`config.mk`:
```
export PLATFORM = sky130hd
export DESIGN_NAME = aid_decode
export DESIGN_NICKNAME = d
export VERILOG_FILES = /design/src/common/aid_pkg.sv /design/src/hdl/aid_decode.sv
export VERILOG_INCLUDE_DIRS = /design/src /design/src/common
export SDC_FILE = /design/constraint.sdc
export NUM_CORES = 1
export LEC_CHECK = 0
export ABC_AREA = 1
export BUFFER_PORTS_ARGS = -buffer_cell sky130_fd_sc_hd__buf_2
export CORE_ASPECT_RATIO = 1.75
export CORE_MARGIN = 3
export CORE_UTILIZATION = 40
export CTS_CLUSTER_DIAMETER = 150
export CTS_CLUSTER_SIZE = 8
export DETAILED_ROUTE_END_ITERATION = 7
export HOLD_SLACK_MARGIN = 0.02
export PLACE_DENSITY = 0.66
export SETUP_SLACK_MARGIN = 0.02
export SLEW_MARGIN = 15
export SYNTH_ARGS = -nofsm -noshare
export SYNTH_HDL_FRONTEND = slang
export SYNTH_SLANG_ARGS = --single-unit
```
`constraint.sdc`:
```
create_clock -name REF_CLK -period 3.5 [get_ports REF_CLK]
set_input_delay 0.175 -clock REF_CLK [delete_from_list [all_inputs] [get_ports REF_CLK]]
set_output_delay 0.175 -clock REF_CLK [all_outputs]
set_load 0.05 [all_outputs]
```
`src/common/aid_map.svh`:
```
/*
 Opcode patterns, field codes and clock counts of the arithmetic
 instruction decoder.
 Assumes inclusion by bare name from the design files.
*/
`ifndef AID_MAP_SVH
`define AID_MAP_SVH

// ----------------------------------------
// override prefixes
// ----------------------------------------
`define AID_PFX_CODE 8'h2E
`define AID_PFX_STACK 8'h36
`define AID_PFX_DATA 8'h3E
`define AID_PFX_EXTRA 8'h26

// ----------------------------------------
// opcode patterns
// ----------------------------------------
`define AID_TOP_ALU 2'h0
`define AID_GRP_IMM 6'h20
`define AID_GRP_F6 7'h7B
`define AID_GRP_FE 7'h7F
`define AID_REG_PLUS 5'h08
`define AID_REG_MINUS 5'h09
`define AID_ACC_TAIL 2'h2
`define AID_OP_ASCII_SUM 8'h37
`define AID_OP_ASCII_DIFF 8'h3F
`define AID_OP_BCD_SUM 8'h27
`define AID_OP_BCD_DIFF 8'h2F

// ----------------------------------------
// operation selector / extension codes
// ----------------------------------------
`define AID_SEL_SUM 3'h0
`define AID_SEL_SUM_C 3'h2
`define AID_SEL_DIFF_B 3'h3
`define AID_SEL_DIFF 3'h5
`define AID_SEL_COMPARE 3'h7
`define AID_EXT_PLUS 3'h0
`define AID_EXT_MINUS 3'h1
`define AID_EXT_SIGN 3'h3
`define AID_EXT_PRODUCT 3'h4

// ----------------------------------------
// addressing byte fields
// ----------------------------------------
`define AID_MOD_NODISP 2'h0
`define AID_MOD_DISP8 2'h1
`define AID_MOD_DISP16 2'h2
`define AID_MOD_REG 2'h3
`define AID_RM_DIRECT 3'h6

// ----------------------------------------
// clock counts
// ----------------------------------------
`define AID_CLK_PFX 8'h02
`define AID_CLK_RM_REG 8'h03
`define AID_CLK_RM_MEM 8'h0A
`define AID_CLK_IMM_REG 8'h04
`define AID_CLK_IMM_MEM 8'h10
`define AID_CLK_ACC_B 8'h03
`define AID_CLK_ACC_W 8'h04
`define AID_CLK_STEP_MEM 8'h0F
`define AID_CLK_ASCII_SUM 8'h08
`define AID_CLK_ASCII_DIFF 8'h07
`define AID_CLK_BCD 8'h04
`define AID_CLK_PR_RB_MIN 8'h1A
`define AID_CLK_PR_RB_MAX 8'h1C
`define AID_CLK_PR_RW_MIN 8'h23
`define AID_CLK_PR_RW_MAX 8'h25
`define AID_CLK_PR_MB_MIN 8'h20
`define AID_CLK_PR_MB_MAX 8'h22
`define AID_CLK_PR_MW_MIN 8'h29
`define AID_CLK_PR_MW_MAX 8'h2B
`define AID_CLK_XFER 8'h04

`endif

```
`src/common/aid_pkg.sv`:
```
/*
 Types of the arithmetic instruction decoder.
 Assumes nothing beyond a SystemVerilog compiler.
*/
package aid_pkg;

   typedef enum logic [3:0] {
      AID_OP_NONE, AID_OP_SUM, AID_OP_SUM_C, AID_OP_DIFF,
      AID_OP_DIFF_B, AID_OP_COMPARE, AID_OP_PLUS1, AID_OP_MINUS1,
      AID_OP_SIGN, AID_OP_PRODUCT, AID_OP_ASCII_SUM,
      AID_OP_ASCII_DIFF, AID_OP_BCD_SUM, AID_OP_BCD_DIFF,
      AID_OP_PREFIX
   } aid_op_t;

   typedef enum logic [2:0] {
      AID_FM_NONE, AID_FM_RM, AID_FM_IMM, AID_FM_ACC,
      AID_FM_REG1, AID_FM_UNARY, AID_FM_PFX
   } aid_form_t;

   typedef enum logic [2:0] {
      AID_SEG_NONE, AID_SEG_EXTRA, AID_SEG_CODE,
      AID_SEG_STACK, AID_SEG_DATA
   } aid_seg_t;

   typedef enum logic {
      AID_ST_OPCODE = 1'b0,
      AID_ST_ADDR = 1'b1
   } aid_state_t;

   typedef struct packed {
      aid_op_t op;
      aid_form_t form;
      logic unsupported;
      logic wide;
      logic to_reg;
      logic mem;
      logic [1:0] mode;
      logic [2:0] reg_slot;
      logic [2:0] rm;
      aid_seg_t seg;
      logic [1:0] disp_bytes;
      logic [1:0] imm_bytes;
      logic [7:0] clk_min;
      logic [7:0] clk_max;
   } aid_result_t;

endpackage

```
`src/hdl/aid_decode.sv`:
```
/*
 Arithmetic instruction decoder: opcode and addressing byte in,
 one decoded record with execution clocks out.
 Assumes the fetch stream strips displacement and immediate bytes
 using the counts given in the record.
*/
//
// Contract
// - four prefixes select code, stack, data, extra segment; 2 clocks
// - sum: rm 3/10, immediate ext 000 4/16, accumulator 3/4
// - sum with carry: rm, immediate ext 010, accumulator; same times
// - difference: rm 3/10, immediate ext 101 4/16, accumulator 3/4
// - difference with borrow: rm, immediate ext 011, accumulator
// - sign change: 1111011w ext 011, 3 register, 10 memory
// - ascii sum fixup 8 clocks, ascii difference fixup 7 clocks
// - bcd sum and difference fixups take 4 clocks each
// - unsigned product ext 100, clocks by register/memory and width
// - word memory operands other than the product add 4 clocks per memory transfer
// - mode 11 names register; 00, 01, 10 memory; 01, 10 and direct 00 carry displacement
// - slot codes name word registers when wide, else byte registers
// - address computation time is inside listed memory times
`timescale 1ns/10ps
`include "aid_map.svh"

module aid_decode
   import aid_pkg::*;
(
   // clock and reset
   input wire logic REF_CLK,
   input wire logic RESETN,
   // fetch stream
   input wire logic FETCH_VALID,
   input wire logic [7:0] FETCH_BYTE,
   output logic FETCH_READY,
   // decoded record
   output logic OUT_VALID,
   output aid_result_t OUT_RESULT
);

   // ----------------------------------------
   // state
   // ----------------------------------------
   aid_state_t state;
   aid_state_t next_state;
   logic [7:0] held_op;
   aid_seg_t pend_seg;
   aid_seg_t next_seg;
   aid_result_t res;

   // ----------------------------------------
   // byte selection
   // ----------------------------------------
   wire take = FETCH_VALID;
   wire in_addr = (state == AID_ST_ADDR);
   wire [7:0] opc = in_addr ? held_op : FETCH_BYTE;
   wire [1:0] modf = FETCH_BYTE[7:6];
   wire [2:0] ext = FETCH_BYTE[5:3];
   wire [2:0] rmf = FETCH_BYTE[2:0];
   wire wide = opc[0];

   // ----------------------------------------
   // opcode classes
   // ----------------------------------------
   wire [2:0] alu_sel = opc[5:3];
   wire alu_top = (opc[7:6] == `AID_TOP_ALU);
   wire is_pfx = (opc == `AID_PFX_CODE) || (opc == `AID_PFX_STACK) ||
      (opc == `AID_PFX_DATA) || (opc == `AID_PFX_EXTRA);
   wire is_rm = alu_top && !opc[2] && alu_ok(alu_sel);
   wire is_acc = alu_top && (opc[2:1] == `AID_ACC_TAIL) &&
      alu_ok(alu_sel);
   wire is_grp = (opc[7:2] == `AID_GRP_IMM);
   wire is_f6 = (opc[7:1] == `AID_GRP_F6);
   wire is_fe = (opc[7:1] == `AID_GRP_FE);
   wire is_plus_r = (opc[7:3] == `AID_REG_PLUS);
   wire is_minus_r = (opc[7:3] == `AID_REG_MINUS);
   wire is_fix = (opc == `AID_OP_ASCII_SUM) ||
      (opc == `AID_OP_ASCII_DIFF) || (opc == `AID_OP_BCD_SUM) ||
      (opc == `AID_OP_BCD_DIFF);
   wire needs_modrm = is_rm || is_grp || is_f6 || is_fe;
   wire is_mem = (modf != `AID_MOD_REG);

   // ----------------------------------------
   // selector check and mapping
   // ----------------------------------------
   function automatic logic alu_ok(input logic [2:0] s);
      alu_ok = (s == `AID_SEL_SUM) || (s == `AID_SEL_SUM_C) ||
         (s == `AID_SEL_DIFF) || (s == `AID_SEL_DIFF_B) ||
         (s == `AID_SEL_COMPARE);
   endfunction

   function automatic aid_op_t alu_op(input logic [2:0] s);
      unique case (s)
         `AID_SEL_SUM: alu_op = AID_OP_SUM;
         `AID_SEL_SUM_C: alu_op = AID_OP_SUM_C;
         `AID_SEL_DIFF: alu_op = AID_OP_DIFF;
         `AID_SEL_DIFF_B: alu_op = AID_OP_DIFF_B;
         `AID_SEL_COMPARE: alu_op = AID_OP_COMPARE;
         default: alu_op = AID_OP_NONE;
      endcase
   endfunction

   // ----------------------------------------
   // displacement and immediate lengths
   // ----------------------------------------
   wire direct = (modf == `AID_MOD_NODISP) &&
      (rmf == `AID_RM_DIRECT);
   wire [1:0] disp_len = (modf == `AID_MOD_DISP8) ? 2'h1 :
      ((modf == `AID_MOD_DISP16) || direct) ? 2'h2 : 2'h0;
   wire [1:0] grp_imm = (opc[1:0] == 2'h1) ? 2'h2 : 2'h1;
   wire [1:0] acc_imm = wide ? 2'h2 : 2'h1;

   // ----------------------------------------
   // segment override tracking
   // ----------------------------------------
   function automatic aid_seg_t pfx_seg(input logic [7:0] b);
      unique case (b)
         `AID_PFX_CODE: pfx_seg = AID_SEG_CODE;
         `AID_PFX_STACK: pfx_seg = AID_SEG_STACK;
         `AID_PFX_DATA: pfx_seg = AID_SEG_DATA;
         `AID_PFX_EXTRA: pfx_seg = AID_SEG_EXTRA;
         default: pfx_seg = AID_SEG_NONE;
      endcase
   endfunction

   // ----------------------------------------
   // record assembly
   // ----------------------------------------
   logic writes_mem;

   always_comb
   begin
      res = '0;
      res.op = AID_OP_NONE;
      res.form = AID_FM_NONE;
      res.seg = pend_seg;
      res.wide = wide;
      writes_mem = 1'b1;
      if (in_addr)
      begin
         res.mode = modf;
         res.reg_slot = ext;
         res.rm = rmf;
         res.mem = is_mem;
         res.disp_bytes = disp_len;
      end
      if (is_pfx && !in_addr)
      begin
         res.op = AID_OP_PREFIX;
         res.form = AID_FM_PFX;
         res.seg = pfx_seg(opc);
         res.clk_min = `AID_CLK_PFX;
         res.clk_max = `AID_CLK_PFX;
      end
      else if (is_rm)
      begin
         res.op = alu_op(alu_sel);
         res.form = AID_FM_RM;
         res.to_reg = opc[1];
         writes_mem = !opc[1] && (res.op != AID_OP_COMPARE);
         res.clk_min = is_mem ? `AID_CLK_RM_MEM :
            `AID_CLK_RM_REG;
      end
      else if (is_grp)
      begin
         res.op = alu_op(ext);
         res.form = AID_FM_IMM;
         res.unsupported = !alu_ok(ext);
         res.imm_bytes = grp_imm;
         writes_mem = (res.op != AID_OP_COMPARE);
         if (res.op == AID_OP_COMPARE)
            res.clk_min = is_mem ? `AID_CLK_RM_MEM :
               `AID_CLK_RM_REG;
         else
            res.clk_min = is_mem ? `AID_CLK_IMM_MEM :
               `AID_CLK_IMM_REG;
      end
      else if (is_acc)
      begin
         res.op = alu_op(alu_sel);
         res.form = AID_FM_ACC;
         res.to_reg = 1'b1;
         res.imm_bytes = acc_imm;
         res.clk_min = wide ? `AID_CLK_ACC_W : `AID_CLK_ACC_B;
      end
      else if (is_fe)
      begin
         res.form = AID_FM_UNARY;
         res.unsupported = (ext != `AID_EXT_PLUS) &&
            (ext != `AID_EXT_MINUS);
         res.op = (ext == `AID_EXT_PLUS) ? AID_OP_PLUS1 :
            (ext == `AID_EXT_MINUS) ? AID_OP_MINUS1 : AID_OP_NONE;
         res.clk_min = is_mem ? `AID_CLK_STEP_MEM :
            `AID_CLK_RM_REG;
      end
      else if (is_f6)
      begin
         res.form = AID_FM_UNARY;
         if (ext == `AID_EXT_SIGN)
         begin
            res.op = AID_OP_SIGN;
            res.clk_min = is_mem ? `AID_CLK_RM_MEM :
               `AID_CLK_RM_REG;
         end
         else if (ext == `AID_EXT_PRODUCT)
         begin
            res.op = AID_OP_PRODUCT;
            res.to_reg = 1'b1;
            writes_mem = 1'b0;
            unique case ({is_mem, wide})
               2'h0: res.clk_min = `AID_CLK_PR_RB_MIN;
               2'h1: res.clk_min = `AID_CLK_PR_RW_MIN;
               2'h2: res.clk_min = `AID_CLK_PR_MB_MIN;
               2'h3: res.clk_min = `AID_CLK_PR_MW_MIN;
            endcase
            unique case ({is_mem, wide})
               2'h0: res.clk_max = `AID_CLK_PR_RB_MAX;
               2'h1: res.clk_max = `AID_CLK_PR_RW_MAX;
               2'h2: res.clk_max = `AID_CLK_PR_MB_MAX;
               2'h3: res.clk_max = `AID_CLK_PR_MW_MAX;
            endcase
         end
         else
            res.unsupported = 1'b1;
      end
      else if (is_plus_r || is_minus_r)
      begin
         res.op = is_plus_r ? AID_OP_PLUS1 : AID_OP_MINUS1;
         res.form = AID_FM_REG1;
         res.wide = 1'b1;
         res.to_reg = 1'b1;
         res.mode = `AID_MOD_REG;
         res.rm = opc[2:0];
         res.clk_min = `AID_CLK_RM_REG;
      end
      else if (is_fix)
      begin
         res.wide = 1'b0;
         res.form = AID_FM_REG1;
         res.to_reg = 1'b1;
         unique case (opc)
            `AID_OP_ASCII_SUM:
            begin
               res.op = AID_OP_ASCII_SUM;
               res.clk_min = `AID_CLK_ASCII_SUM;
            end
            `AID_OP_ASCII_DIFF:
            begin
               res.op = AID_OP_ASCII_DIFF;
               res.clk_min = `AID_CLK_ASCII_DIFF;
            end
            `AID_OP_BCD_SUM:
            begin
               res.op = AID_OP_BCD_SUM;
               res.clk_min = `AID_CLK_BCD;
            end
            default:
            begin
               res.op = AID_OP_BCD_DIFF;
               res.clk_min = `AID_CLK_BCD;
            end
         endcase
      end
      else
         res.unsupported = 1'b1;
      if (res.unsupported)
         res.clk_min = '0;
      if (res.op != AID_OP_PRODUCT)
         res.clk_max = res.clk_min;
      // word memory operand: one or two transfers
      if (res.mem && res.wide && res.op != AID_OP_PRODUCT &&
         !res.unsupported)
      begin
         res.clk_min = res.clk_min + (writes_mem ?
            (`AID_CLK_XFER << 1) : `AID_CLK_XFER);
         res.clk_max = res.clk_min;
      end
   end

   // ----------------------------------------
   // sequencing
   // ----------------------------------------
   wire emit = take && (in_addr || !needs_modrm);
   wire to_addr = take && !in_addr && needs_modrm;

   assign FETCH_READY = 1'b1;
   assign next_state = to_addr ? AID_ST_ADDR :
      (take ? AID_ST_OPCODE : state);
   assign next_seg = (emit && is_pfx && !in_addr) ? pfx_seg(opc) :
      (emit ? AID_SEG_NONE : pend_seg);

   always_ff @(posedge REF_CLK)
   begin
      if (!RESETN)
      begin
         state <= AID_ST_OPCODE;
         held_op <= 8'h00;
         pend_seg <= AID_SEG_NONE;
         OUT_VALID <= 1'b0;
         OUT_RESULT <= '0;
      end
      else
      begin
         state <= next_state;
         pend_seg <= next_seg;
         OUT_VALID <= emit;
         if (to_addr)
            held_op <= FETCH_BYTE;
         if (emit)
            OUT_RESULT <= res;
      end
   end

endmodule // aid_decode

```
== Yosys cells after proc, flatten, opt, wreduce, memory -nomap -nowiden ==
Index checks and enable logic that the tools add are counted.

* Add/subtract/negate cells: 1
* Reductions and logical operators: 50
* Mux-type cells: 109
* Equality and inequality tests: 37

{| class="wikitable"
|+ Operators by type and width
! cell !! count
|-
| $mux 8 || 17
|-
| $eq 8x6->1 const B || 8
|-
| $pmux 8 s4 || 2
|-
| $mux 2 || 27
|-
| $mux 16 || 3
|-
| $mux 4 || 12
|-
| $mux 3 || 14
|-
| $mux 7 || 5
|-
| $pmux 3 s5 || 2
|-
| $logic_or 1x1->1 || 20
|-
| $mux 1 || 20
|-
| $eq 3x3->1 const B || 6
|-
| $logic_and 1x1->1 || 16
|-
| $eq 7x7->1 const B || 2
|-
| $eq 3x2->1 const B || 4
|-
| $pmux 3 s4 || 1
|-
| $eq 5x4->1 const B || 2
|-
| $mux 10 || 1
|-
| $mux 5 || 2
|-
| $mux 9 || 1
|-
| $pmux 3 s3 || 1
|-
| $add 8x4->8 || 1
|-
| $eq 2x2->1 const B || 4
|-
| $ne 4x3->1 const B || 2
|-
| 13 further kinds || 24
|}

* Bits of input ports: 11
* Output and inout port bits: 44
* Flip-flop bits (word level): 55

== Logic depth before layout (Yosys ltp) ==
* Depth in word-level cells: 23
* Gate-level depth with buffers: 24
* Gate-level depth less buffers: 22

== Worst setup path before layout ==
Ideal clock, no wire load.

* Kind: flip-flop to flip-flop
* Start point: reg state, in the netlist in_addr
* End point: reg OUT_RESULT[12] (netlist name)
* Path slack: 0.739 ns
* Required time: 3.391 ns
* Cell stages (with the launch flop): 22
* Buffers on the path: 2
* Clock period less this slack: 2.761 ns
* Arrival time: 2.652 ns
* Cell sequence: dfxtp_1 buf_6 inv_6 buf_6 nand2_2 nand2_2 nand2_2 nor2_4 nand2_2 inv_1 nand2_1 inv_1 o21ai_0 inv_1 ha_1 fa_1 inv_1 nand2_1 nand3_1 nand3_1 nand2_1 inv_1

* Word-level cells in the longest chain between the ends: 23

{| class="wikitable"
|+ Ends and longest elaborated chain
! element !! RTL line !! RTL
|-
| from (decl) || aid_decode.sv:43 || <nowiki>aid_state_t state;</nowiki>
|-
| from (signal assigned) || aid_decode.sv:303 || <nowiki>state <= next_state;</nowiki>
|-
| $mux 8 || aid_decode.sv:55 || <nowiki>wire [7:0] opc = in_addr ? held_op : FETCH_BYTE;</nowiki>
|-
| $eq 8x6->1 || aid_decode.sv:240 || <nowiki>unique case (opc)</nowiki>
|-
| $logic_or 1x1->1 (3 in series) || aid_decode.sv:76 || <nowiki>wire is_fix = (opc == `AID_OP_ASCII_SUM) ||</nowiki>
|-
| $mux 2 || aid_decode.sv:235 || <nowiki>else if (is_fix)</nowiki>
|-
| $mux 2 || aid_decode.sv:225 || <nowiki>else if (is_plus_r || is_minus_r)</nowiki>
|-
| $mux 2 || aid_decode.sv:195 || <nowiki>else if (is_f6)</nowiki>
|-
| $mux 2 || aid_decode.sv:185 || <nowiki>else if (is_fe)</nowiki>
|-
| $mux 2 || aid_decode.sv:177 || <nowiki>else if (is_acc)</nowiki>
|-
| (+3 left out) || -- ||
|-
| $mux 1 || aid_decode.sv:195 ||
|-
| $mux 2 || aid_decode.sv:185 ||
|-
| $mux 2 || aid_decode.sv:177 ||
|-
| $mux 2 || aid_decode.sv:163 || <nowiki>else if (is_grp)</nowiki>
|-
| $mux 2 || aid_decode.sv:154 || <nowiki>else if (is_rm)</nowiki>
|-
| $mux 3 || aid_decode.sv:146 || <nowiki>if (is_pfx && !in_addr)</nowiki>
|-
| $logic_and 1x1->1 (3 in series) || aid_decode.sv:270 || <nowiki>if (res.mem && res.wide && res.op != AID_OP_PRODUCT &&</nowiki>
|-
| $mux 16 || aid_decode.sv:270 ||
|-
| to (signal assigned) || aid_decode.sv:309 || <nowiki>OUT_RESULT <= res;</nowiki>
|-
| to (decl) || aid_decode.sv:37 || <nowiki>output aid_result_t OUT_RESULT</nowiki>
|}

Several ways; a longest one is shown, not always the timed one. The select of a mux whose other input is x is not followed.
A chain may end at the register's enable or synchronous reset.

== Worst setup path in the final report ==
* Start point: reg state, in the netlist in_addr
* End point: reg OUT_RESULT[4] (netlist name)

Same word-level chain as after synthesis.

==> results_dict.tcl <==
set metrics [dict create \
    status "completed" \
    clk_root_buffer_cell "clkbuf_16" \
    drc 0 \
    critPathMaxFanout 16 \
    die-area_mm2 0.00915 \
    n_fill_cell 791 \
    grt_setup_unrepaired "false" \
    hold_path_depth 3 \
    irDropWorstVdd_uv 283 \
    synth_edf_count 0 \
    ys_types 44 \
    setup_viol_count_final 0 \
    skew_ns 0.00342 \
    clock-sinks 52 \
    grt-ovfl-total 0 \
    rr_worst_depth 20 \
    antenna_found_initial 0 \
    synth_top_area_cell "dfxtp_1" \
    critPathLaunch "in_addr$_SDFFE_PN0P_" \
    ys_top_cells_by_count "nand2_1 (106), dfxtp_1 (52), nor2_1 (46), inv_1 (39), o21ai_0 (31)" \
    multi_input_area_mm2 0.00182 \
    path_clk_slew_ns 0.07 \
    numCtsBuffers 5 \
    postLayoutSetupSlackWorst_ns 0.359 \
    die_w_um 73.6 \
    r2r-start "in_addr$_SDFFE_PN0P_" \
    power.leakage_nw 1.75 \
    hp-start "FETCH_VALID" \
    setup_tns_ns 0 \
    yosysSeqAreaShare_pct 32.5 \
    cts_hold_buffers 0 \
    grtUsageTotal_pct 20.9 \
    slew_violations 0 \
    post-route-period-util_pct 89.7 \
    n_antenna_cell 0 \
    synth_ff_type "dfxtp_1" \
    period_needed_ns 3.14 \
    grt_pass1_wl_um 15000 \
    arrival_ns 3.34 \
    critPathLaunchType "flop" \
    syn_area_per_cell_um2 7.09 \
    synth_seq_cells 52 \
    via_count 3187 \
    synth_top_cell_area_share_pct 32.5 \
    pre_cts_ws_ns 0.176 \
    cp-end-kind "flop" \
    hold_ws_ns 0.177 \
    dp_hpwl_um 7280 \
    critPathRequiredTime_ns 3.70 \
    wl_per_cell_um 15.7 \
    nNetsFinal 514 \
    drt-pass1-iter-count 6 \
    worstHoldPathType "in2reg" \
    clk_path_buf_depth 2 \
    power_mw 1.51 \
    critPathKind "reg2reg" \
    syn_inst 451 \
    rows 42 \
    drive_gt1_share_pct 26.8 \
    fmax_mhz 318 \
    wl_um 9210 \
    async_flop_share_pct 0 \
    grt_max_degree 25 \
    syn_area_mm2 0.00320 \
    coreArea_mm2 0.00767 \
    clock_latency_ns 0.29 \
    drt-initial-drc-count 297 \
    drv_cap 0 \
    viasPerCell 5.42 \
    synthTopCellsByArea "dfxtp_1 (33%), nand2_1 (12%), nor2_1 (5.4%)" \
    die_h_um 124 \
    grt_pass1_vias 3010 \
    start_util_pct 41.7 \
    final_antenna_net_count 0 \
    port_buffers 51 \
    io_pins 55 \
    syn_to_final_growth_pct 13.7 \
    cts_tree "built" \
    yosysWarningCount 0 \
    ctsHtreeMaxLevel 2 \
    seq_area_mm2 0.00104 \
    yosysMostFrequentCell "nand2_1" \
    p_per_area_mw_per_mm2 414 \
    hold_violations 0 \
    place_congestion 0.972 \
    cts_setup_buffers 0 \
]
## layout make-up
class,instances,share of cell area (%)
clock buffers,6,3.82
clock inverters,2,0.413
inverters,52,5.64
multi-input cells,330,50.0
flip-flops and latches,52,28.6
well taps,88,3.03
repair buffers,58,8.46
## report_power, final
group	leakage, nW	internal [mW]	switching (mW)
Clock	0.0691	0.284	0.218
Sequential	0.423	0.619	0.0160
Combinational	1.26	0.0921	0.277
## metrics by stage
| stage | util (%) | cell area (µm²) | instances |
|---|---|---|---|
| 2_1_floorplan | - | 3200 | 452 |
| 3_3_place_gp | 45.4 | 3480 | 580 |
| 5_1_grt | 47.4 | 3640 | 588 |
| 6_report | 47.4 | 3640 | 588 |
| 3_5_place_dp | 45.4 | 3480 | 580 |
| 4_1_cts | 47.4 | 3640 | 588 |
## path summary, 6_finish.rpt
path	endpoint	slack (ns)
worst max-delay path	OUT_RESULT[4]$_SDFFE_PN0P_	0.36
worst min-delay path	in_addr$_SDFFE_PN0P_	0.18
worst max register to register	OUT_RESULT[4]$_SDFFE_PN0P_	0.36
worst min register to register	OUT_RESULT[19]$_SDFFE_PN0P_	0.45
## what timing repair did
item	CTS	global route
endpoints found under the hold margin	0	0
endpoints found under the setup margin	0	6
gates resized for setup	0	1
## metal layers
layer  vias up  track usage [%]  wire, µm
met5         -                0         0
met4         0             10.4       382
met3        26             2.83       432
met2       106             35.9      4790
met1      1482             24.5      3600
li1       1573                -         -
## kinds of logic (layout without fill, tap and decap cells)
logic type,count (synthesis),in the layout,share of synthesized area (%)
simple gates,241,241,37.2
compound gates,82,82,17.5
buf+inv,70,118,10.7
flops,52,52,32.5
fa+ha+maj,4,4,1.80
other cells,2,3,0.235
## placed cells by master, fill, tap and decap left out, types with 2 or more instances in the layout
cell        instances
inv_2              11
a32o_1              9
ha_1                3
inv_1              39
buf_2              51
dfxtp_1            51
buf_4               7
nand3b_1            2
nor3_1              5
clkbuf_16           5
nand3_2             3
o21ai_0            31
o41ai_1             2
clkinvlp_4          2
nand4_1             9
a21oi_1            21
nor2_4              8
nand2_1           106
nand2_4             4
a31oi_1             2
nand2_2            22
conb_1              3
o21ai_1             3
nor2_1             46
nand3_1            25
o211ai_1            4
nor2_2              7
## sequential cells by signal, indices dropped and copies added (netlist names)
signal / flops
OUT_VALID: 1
held_op: 8
pend_seg: 3
OUT_RESULT: 39
in_addr: 1
## worst max-delay path: stages, from the launching register on
cell and delay (ns):
dfxtp_2 0.50, inv_6 0.13, nand2_1 0.08, nand2_1 0.12, nor2_1 0.15, nand2_1 0.14, nor2_4 0.28, inv_2 0.10
a21oi_1 0.14, o21bai_4 0.17, nand2_8 0.10, inv_2 0.08, nor2_2 0.05, ha_1 0.21, fa_1 0.40, inv_1 0.07
nand2_1 0.05, nand3_1 0.07, nand3_1 0.09, nand2_1 0.08, inv_1 0.03
Power figures use the tool's default switching activity.
